`config.mk`:
```
export PLATFORM = sky130hd
export DESIGN_NAME = swl_host_flat
export DESIGN_NICKNAME = d
export VERILOG_FILES = /design/src/rtl/swl_pkg.sv /design/src/rtl/swl_link_if.sv /design/src/rtl/swl_host.sv /design/src/flat_wrapper.sv
export SDC_FILE = /design/constraint.sdc
export NUM_CORES = 1
export LEC_CHECK = 0
export ABC_AREA = 1
export CAP_MARGIN = 10
export CELL_PAD_IN_SITES_DETAIL_PLACEMENT = 2
export CELL_PAD_IN_SITES_GLOBAL_PLACEMENT = 2
export CORE_AREA = 2 2 144 146
export CTS_BUF_LIST = sky130_fd_sc_hd__clkbuf_8
export CTS_CLUSTER_DIAMETER = 80
export CTS_CLUSTER_SIZE = 24
export DETAILED_ROUTE_END_ITERATION = 16
export DIE_AREA = 0 0 146 148
export DONT_BUFFER_PORTS = 1
export MAX_ROUTING_LAYER = met4
export PLACE_DENSITY_LB_ADDON = 0.1
export SYNTH_ARGS = -nofsm -noshare
export SYNTH_HDL_FRONTEND = slang
export SYNTH_SLANG_ARGS = --single-unit
```
`constraint.sdc`:
```
create_clock -name core_clk -period 2.1 [get_ports core_clk]
set_input_delay 0.315 -clock core_clk [delete_from_list [all_inputs] [get_ports core_clk]]
set_output_delay 0.315 -clock core_clk [all_outputs]
set_load 0.05 [all_outputs]
```
`src/rtl/swl_pkg.sv`:
```
// shared constants and types for the sextet wiper serial loader
package swl_pkg;

    // shift register and field geometry
    localparam int SWL_POTS = 6;
    localparam int SWL_FIELD_W = 8;
    localparam int SWL_POS_W = 6;
    localparam int SWL_SR_W = 48;
    localparam int SWL_KEEP_HI = 7;
    localparam int SWL_KEEP_LO = 6;
    localparam logic [1:0] SWL_KEEP_CODE = 2'h3;
    localparam logic [5:0] SWL_LAST_BIT = 6'h2F;
    localparam logic [5:0] SWL_CNT_ONE = 6'h01;

    // values after reset
    localparam logic [5:0] SWL_POS_RESET = 6'h00;
    localparam logic [47:0] SWL_SR_RESET = 48'h0000_0000_0000;
    localparam logic [5:0] SWL_CNT_RESET = 6'h00;

    // link timing, figures in ns, counts in core cycles
    localparam int SWL_CORE_NS = 40;
    localparam int SWL_T_CC_NS = 50;
    localparam int SWL_T_HLT_NS = 50;
    localparam int SWL_T_RLT_NS = 125;
    localparam logic [7:0] SWL_CC_CYC =
        8'((SWL_T_CC_NS + SWL_CORE_NS - 1) / SWL_CORE_NS);
    localparam logic [7:0] SWL_HLT_CYC =
        8'((SWL_T_HLT_NS + SWL_CORE_NS - 1) / SWL_CORE_NS);
    localparam logic [7:0] SWL_RLT_CYC =
        8'((SWL_T_RLT_NS + SWL_CORE_NS - 1) / SWL_CORE_NS);
    localparam int SWL_HALF_CYC = 4;

    // controller register offsets on APB
    localparam logic [7:0] SWL_REG_CTRL = 8'h00;
    localparam logic [7:0] SWL_REG_STATUS = 8'h04;
    localparam logic [7:0] SWL_REG_TXLO = 8'h08;
    localparam logic [7:0] SWL_REG_TXHI = 8'h0C;
    localparam logic [7:0] SWL_REG_RXLO = 8'h10;
    localparam logic [7:0] SWL_REG_RXHI = 8'h14;
    localparam int SWL_CTRL_START = 0;
    localparam int SWL_CTRL_READ = 1;

    // controller sequencer states
    typedef enum logic [2:0] {
        SWL_IDLE = 3'b000,
        SWL_ENSETUP = 3'b001,
        SWL_CLKLOW = 3'b010,
        SWL_CLKHIGH = 3'b011,
        SWL_ENDHOLD = 3'b100,
        SWL_RECOVER = 3'b101
    } swl_host_e;

endpackage

```
`src/rtl/swl_link_if.sv`:
```
// three-wire link with cascade feedback between controller and device
interface swl_link_if;
    logic txnEn;
    logic shiftClk;
    logic hostData;
    logic hostDataOeN;
    logic cascade;
    logic serData;

    // released data line is pulled to cascade through the feedback path
    assign serData = hostDataOeN ? cascade : hostData;

    modport host (
        output txnEn,
        output shiftClk,
        output hostData,
        output hostDataOeN,
        input cascade
    );
    modport dev (
        input txnEn,
        input shiftClk,
        input serData,
        output cascade
    );
endinterface

```
`src/rtl/swl_host.sv`:
```
// controller end: APB registers driving the three-wire link
//
// Added by the designer: the placing of the registers and the APB slave port.
module swl_host
    import swl_pkg::*;
#(
    parameter int HALF_CYC = SWL_HALF_CYC
)
(
    // core clock and reset
    input wire logic core_clk,
    input wire logic nrst,
    // APB slave
    input wire logic psel,
    input wire logic penable,
    input wire logic pwrite,
    input wire logic [7:0] paddr,
    input wire logic [31:0] pwdata,
    output logic [31:0] prdata,
    output logic pready,
    output logic pslverr,
    // link to the device
    swl_link_if.host link
);

    localparam logic [7:0] HALF = 8'(HALF_CYC);

    typedef struct packed {
        swl_host_e state;
        logic readMode;
        logic [SWL_SR_W-1:0] txWord;
        logic [SWL_SR_W-1:0] rxWord;
        logic [5:0] bitIdx;
        logic [7:0] waitCnt;
        logic casMeta;
        logic casSync;
        logic txnEn;
        logic shiftClk;
        logic dataOut;
        logic dataOeN;
        logic [31:0] prdata;
        logic pready;
        logic pslverr;
    } swl_host_s;

    swl_host_s hs;
    swl_host_s next_hs;

    // register read mux; bit 32 flags an unmapped offset
    function automatic logic [32:0] readReg(
        input logic [7:0] a,
        input swl_host_s s
    );
        case (a)
            SWL_REG_CTRL: readReg = {31'h0, s.readMode, 1'b0};
            SWL_REG_STATUS: readReg = {32'h0, s.state != SWL_IDLE};
            SWL_REG_TXLO: readReg = {1'b0, s.txWord[31:0]};
            SWL_REG_TXHI: readReg = {17'h0, s.txWord[47:32]};
            SWL_REG_RXLO: readReg = {1'b0, s.rxWord[31:0]};
            SWL_REG_RXHI: readReg = {17'h0, s.rxWord[47:32]};
            default: readReg = {1'b1, 32'h0};
        endcase
    endfunction

    always_comb begin
        logic startReq;
        logic [32:0] rd;
        startReq = 1'b0;
        rd = readReg(paddr, hs);
        next_hs = hs;
        // cascade passes two flops before use
        next_hs.casMeta = link.cascade;
        next_hs.casSync = hs.casMeta;
        // answer in the cycle after setup
        next_hs.pready = 1'b0;
        next_hs.pslverr = 1'b0;
        if (psel && !penable) begin
            next_hs.pready = 1'b1;
            next_hs.prdata = rd[31:0];
            next_hs.pslverr = rd[32];
        end
        // writes land on the completing access edge
        if (psel && penable && hs.pready && pwrite) begin
            case (paddr)
                SWL_REG_CTRL: begin
                    next_hs.readMode = pwdata[SWL_CTRL_READ];
                    startReq = pwdata[SWL_CTRL_START];
                end
                SWL_REG_TXLO: next_hs.txWord[31:0] = pwdata;
                SWL_REG_TXHI: next_hs.txWord[47:32] = pwdata[15:0];
                default: startReq = 1'b0;
            endcase
            // no new frame or data change while a frame runs
            if (hs.state != SWL_IDLE) begin
                startReq = 1'b0;
                next_hs.txWord = hs.txWord;
                next_hs.readMode = hs.readMode;
            end
        end
        // frame sequencer
        case (hs.state)
            SWL_IDLE: begin
                if (startReq) begin
                    next_hs.txnEn = 1'b1;
                    next_hs.shiftClk = 1'b0;
                    // lsb of pot 1 goes first
                    next_hs.dataOut = next_hs.txWord[0];
                    // read mode releases data to feedback
                    next_hs.dataOeN = next_hs.readMode;
                    next_hs.bitIdx = '0;
                    next_hs.waitCnt = SWL_CC_CYC - 8'h01;
                    next_hs.state = SWL_ENSETUP;
                end
            end
            SWL_ENSETUP, SWL_CLKLOW: begin
                if (hs.waitCnt != 8'h00) begin
                    next_hs.waitCnt = hs.waitCnt - 8'h01;
                end else begin
                    next_hs.shiftClk = 1'b1;
                    // capture the bit the device shows before it shifts
                    next_hs.rxWord = {hs.casSync, hs.rxWord[SWL_SR_W-1:1]};
                    next_hs.waitCnt = HALF - 8'h01;
                    next_hs.state = SWL_CLKHIGH;
                end
            end
            SWL_CLKHIGH: begin
                if (hs.waitCnt != 8'h00) begin
                    next_hs.waitCnt = hs.waitCnt - 8'h01;
                end else begin
                    next_hs.shiftClk = 1'b0;
                    if (hs.bitIdx == SWL_LAST_BIT) begin
                        next_hs.waitCnt = SWL_HLT_CYC - 8'h01;
                        next_hs.state = SWL_ENDHOLD;
                    end else begin
                        next_hs.bitIdx = hs.bitIdx + SWL_CNT_ONE;
                        next_hs.dataOut = hs.txWord[next_hs.bitIdx];
                        next_hs.waitCnt = HALF - 8'h01;
                        next_hs.state = SWL_CLKLOW;
                    end
                end
            end
            SWL_ENDHOLD: begin
                if (hs.waitCnt != 8'h00) begin
                    next_hs.waitCnt = hs.waitCnt - 8'h01;
                end else begin
                    // enable falls to end the frame
                    next_hs.txnEn = 1'b0;
                    next_hs.dataOeN = 1'b1;
                    next_hs.waitCnt = SWL_RLT_CYC - 8'h01;
                    next_hs.state = SWL_RECOVER;
                end
            end
            SWL_RECOVER: begin
                if (hs.waitCnt != 8'h00) begin
                    next_hs.waitCnt = hs.waitCnt - 8'h01;
                end else begin
                    next_hs.state = SWL_IDLE;
                end
            end
            default: next_hs.state = SWL_IDLE;
        endcase
    end

    // data line starts released so the feedback path rules it
    always_ff @(posedge core_clk or negedge nrst) begin
        if (!nrst) begin
            hs <= '0;
            hs.dataOeN <= 1'b1;
        end else begin
            hs <= next_hs;
        end
    end

    assign prdata = hs.prdata;
    assign pready = hs.pready;
    assign pslverr = hs.pslverr;
    assign link.txnEn = hs.txnEn;
    assign link.shiftClk = hs.shiftClk;
    assign link.hostData = hs.dataOut;
    assign link.hostDataOeN = hs.dataOeN;

endmodule // swl_host

```
`src/flat_wrapper.sv`:
```
// flat-port wrapper written by rule: the top's interface ports become plain ports
module swl_host_flat import swl_pkg::*;
#(
    parameter int HALF_CYC = SWL_HALF_CYC
)
  (core_clk, nrst, psel, penable, pwrite, paddr, pwdata, prdata, pready, pslverr, link_txnEn, link_shiftClk, link_hostData, link_hostDataOeN, link_cascade);
  swl_link_if link_i ();
  input wire logic core_clk;
  input wire logic nrst;
  input wire logic psel;
  input wire logic penable;
  input wire logic pwrite;
  input wire logic [7:0] paddr;
  input wire logic [31:0] pwdata;
  output logic [31:0] prdata;
  output logic pready;
  output logic pslverr;
  output wire logic [$bits(link_i.txnEn)-1:0] link_txnEn;
  output wire logic [$bits(link_i.shiftClk)-1:0] link_shiftClk;
  output wire logic [$bits(link_i.hostData)-1:0] link_hostData;
  output wire logic [$bits(link_i.hostDataOeN)-1:0] link_hostDataOeN;
  input wire logic [$bits(link_i.cascade)-1:0] link_cascade;
  assign link_txnEn = link_i.txnEn;
  assign link_shiftClk = link_i.shiftClk;
  assign link_hostData = link_i.hostData;
  assign link_hostDataOeN = link_i.hostDataOeN;
  assign link_i.cascade = link_cascade;
  swl_host #(.HALF_CYC(HALF_CYC)) u_core (.core_clk(core_clk), .nrst(nrst), .psel(psel), .penable(penable), .pwrite(pwrite), .paddr(paddr), .pwdata(pwdata), .prdata(prdata), .pready(pready), .pslverr(pslverr), .link(link_i));
endmodule
```
==> metrics <==
status complete, but fails checks; failing checks hold timing; drt via density between 5 and 6; crit start category register; final hold violations approximately 150; syn_area_per_cell ~8 sq um; final WL 24200 um; CP Max Fanout 41; Final GP Congestion 0.843; total CTS buffers 17; CTS sink cnt roughly 150; Worst Max-Slew Pin Slew 0.555 ns; worst skew pair latency ~0.47 ns; Reg2Reg Depth 8; VDD IR max about 0.36 mV; unrepaired setup endpoints after global routing false; Netlist cell types 38; internal reg-to-reg setup slack between 0.2 and 0.25 ns; Syn Inst Count roughly 1000; die width between 100 and 150 um; slowest CP cell dfrtp_1; CP Capture Type register; DRC errors left 0; Die Y approximately 150 um; Hold Crit Class in2async; setup tns final 0 ns; synth warn 0; H-tree depth reported by CTS 4; dpl cells 1193; non-filler cells, final approximately 1300; Core Footprint between 0.02 and 0.025 sq mm; CTS Buffer Depth 2; synthesis-to-finish area growth 9.78%; vias post-DR about 6500; layout cells sized above 1 0.0978; initial drt markers 233; R2R Path Start u_core.hs[152]; Max Fclk ~530 MHz; sequential-to-total area share from yosys stat 0.499; crit-path max cell delay ~0.46 ns; Final min period 1.90 ns; Cell Chain, Critical Path nor2_4, inv_1, nand3_1, inv_1, nand2_2, buf_4, nand2_1, o21ai_1; Synth Register Bits approximately 150; GRT overflow 0; first-pass GRT wire length approximately 40000 um; Synth Cell Area roughly 0.0077 sq mm; GRT Util Overall 0.242; CTS tree yes; post-DP HPWL approximately 17000 um; die area 0.0216 sq mm; drt pass-1 iters 4; pin count of the biggest net entering global routing approximately 160; Data arrival, critical path around 2.3 ns; Max Cap Viol 0; IO Count 84; clk slew on worst S/H paths 0.10 ns; Leakage between 4 and 5 nW; post-CTS sizing 0; row count 52; period utilisation layout 0.904; antenna violations before repair 0; pins over their slew limit 0; number of inserted diodes 0; Relative slew margins 0.630; Setup Viol. Count Final 0; root buf cell clkbuf_8; Worst EP required 2.49 ns; cell mode on critical path inv_1; PortBufs 0; FF-to-FF End u_core.hs[56]; wire per inst 19.3 um; Detail Route Antenna Nets 0; Post-layout nets between 1000 and 1500; critical path type reg2reg; pwr dens approximately 950 mW/mm^2; WHS -0.472 ns; Syn Nets 1020; vias in the first global route just over 7000; Starting Density 0.386; Final Skew 0.0166 ns; post-CTS setup buffers 0
cells in the mapped netlist, drive strengths merged:
| library cell | n | share of area |
|---|---|---|
| o21ai | 92 | 0.061 |
| ha | 3 | 0.0049 |
| o31ai | 1 | 0.00097 |
| nor2 | 70 | 0.042 |
| nand3 | 67 | 0.047 |
| xnor2 | 1 | 0.0011 |
| xor2 | 7 | 0.0079 |
| nand4 | 6 | 0.0057 |
| or2 | 2 | 0.0016 |
| a31oi | 1 | 0.00081 |
| nor3 | 6 | 0.0039 |
| o21bai | 1 | 0.00097 |
| o211ai | 3 | 0.0029 |
| buf | 55 | 0.049 |
| inv | 138 | 0.067 |
| a211oi | 2 | 0.0019 |
| clkbuf | 20 | 0.0097 |
| o22ai | 46 | 0.038 |
| dfrtp | 153 | 0.50 |
| nand2 | 246 | 0.12 |
| a21oi | 50 | 0.032 |
| dfstp | 1 | 0.0034 |
through the flow:
step | cell area, sq um | utilization | total power, W | setup slack [ns]
4_1_cts | 8470 | 0.422 | 0.00815 | 0.204
3_3_place_gp | 7840 | 0.391 | 0.00573 | 0.326
2_1_floorplan | 7730 | - | 0.00521 | 0.326
3_5_place_dp | 7840 | 0.391 | 0.00588 | 0.234
5_1_grt | 8490 | 0.423 | 0.00861 | 0.0246
6_report | 8490 | 0.423 | 0.00807 | 0.201
kinds of logic (layout without fill, tap and decap cells):
| family | count (synthesis) | count (layout) | synth area share |
|---|---|---|---|
| AO/OA/AOI/OAI | 196 | 196 | 0.139 |
| XOR/XNOR | 8 | 8 | 0.00906 |
| adder cells (fa/ha/maj) | 3 | 3 | 0.00486 |
| buffers and inverters | 213 | 224 | 0.126 |
| flip-flops | 154 | 154 | 0.499 |
| AND/OR/NAND/NOR | 397 | 397 | 0.222 |
cell type report:
class | count | area [sq um]
clock buffer | 18 | 248
clock inverter | 14 | 124
fill | 2353 | 11600
inverter | 138 | 520
multi-input combinational | 604 | 2900
sequential | 154 | 3850
tap | 270 | 338
timing repair buffer | 54 | 498
routing by layer:
metal,part of all wire,up-vias,GRT usage
met5,0,-,-
met4,0.010,0,0.0602
met3,0.040,19,0.0435
met2,0.49,108,0.389
met1,0.46,3281,0.321
li1,-,3075,-
worst max-delay path by stage:
stage | startpoint | to | slack, ns | cells past startpoint
finish | u_core.hs[152] | u_core.hs[56] | 0.20 | 8
global placement | paddr[5] | u_core.prdata[13] | 0.33 | 8
detailed placement | u_core.hs[43] | u_core.hs[91] | 0.23 | 9
global route | u_core.hs[152] | u_core.hs[57] | 0.02 | 8
CTS | u_core.hs[43] | u_core.hs[70] | 0.20 | 9
floorplan | u_core.pready | u_core.hs[42] | 0.33 | 9
state kept, by name, summed over array words and instances, names as in the netlist:
signal                   flops
u_core.link.shiftClk         1
u_core.link.hostData         1
u_core.pslverr               1
u_core.link.hostDataOeN      1
u_core.link.txnEn            1
u_core.hs                  116
u_core.pready                1
u_core.prdata               32
cells in the final DEF (no fill, tap or decap), drive strengths merged, types with 3 or more instances in the layout:
| cell | netlist | layout |
|---|---|---|
| o211ai | 3 | 3 |
| nand2 | 246 | 246 |
| clkinvlp | 0 | 3 |
| nor2 | 70 | 70 |
| o22ai | 46 | 46 |
| dlygate4sd3 | 0 | 27 |
| o21ai | 92 | 92 |
| ha | 3 | 3 |
| buf | 55 | 27 |
| xor2 | 7 | 7 |
| nand3 | 67 | 67 |
| nand4 | 6 | 6 |
| a21oi | 50 | 50 |
| clkbuf | 20 | 18 |
| inv | 138 | 147 |
| nor3 | 6 | 6 |
| dfrtp | 153 | 153 |
worst max-delay path: cells and delay by family, from the launching register on:
kind / cells / cell delay [ns]
simple gates: 4 / 0.62
flops: 1 / 0.46
buf+inv: 3 / 0.61
compound gates: 1 / 0.11
repair_timing:
action                                  CTS  global route
endpoints found under the setup margin    0             0
endpoints found under the hold margin   187           156
hold buffers                             25             2
power breakdown:
group | switching [W] | internal [W] | total [W]
sequential | 0.000220 | 0.00315 | 0.00337
clock | 0.00130 | 0.000893 | 0.00219
combinational | 0.00167 | 0.000827 | 0.00250
Power figures use the tool's default switching activity.
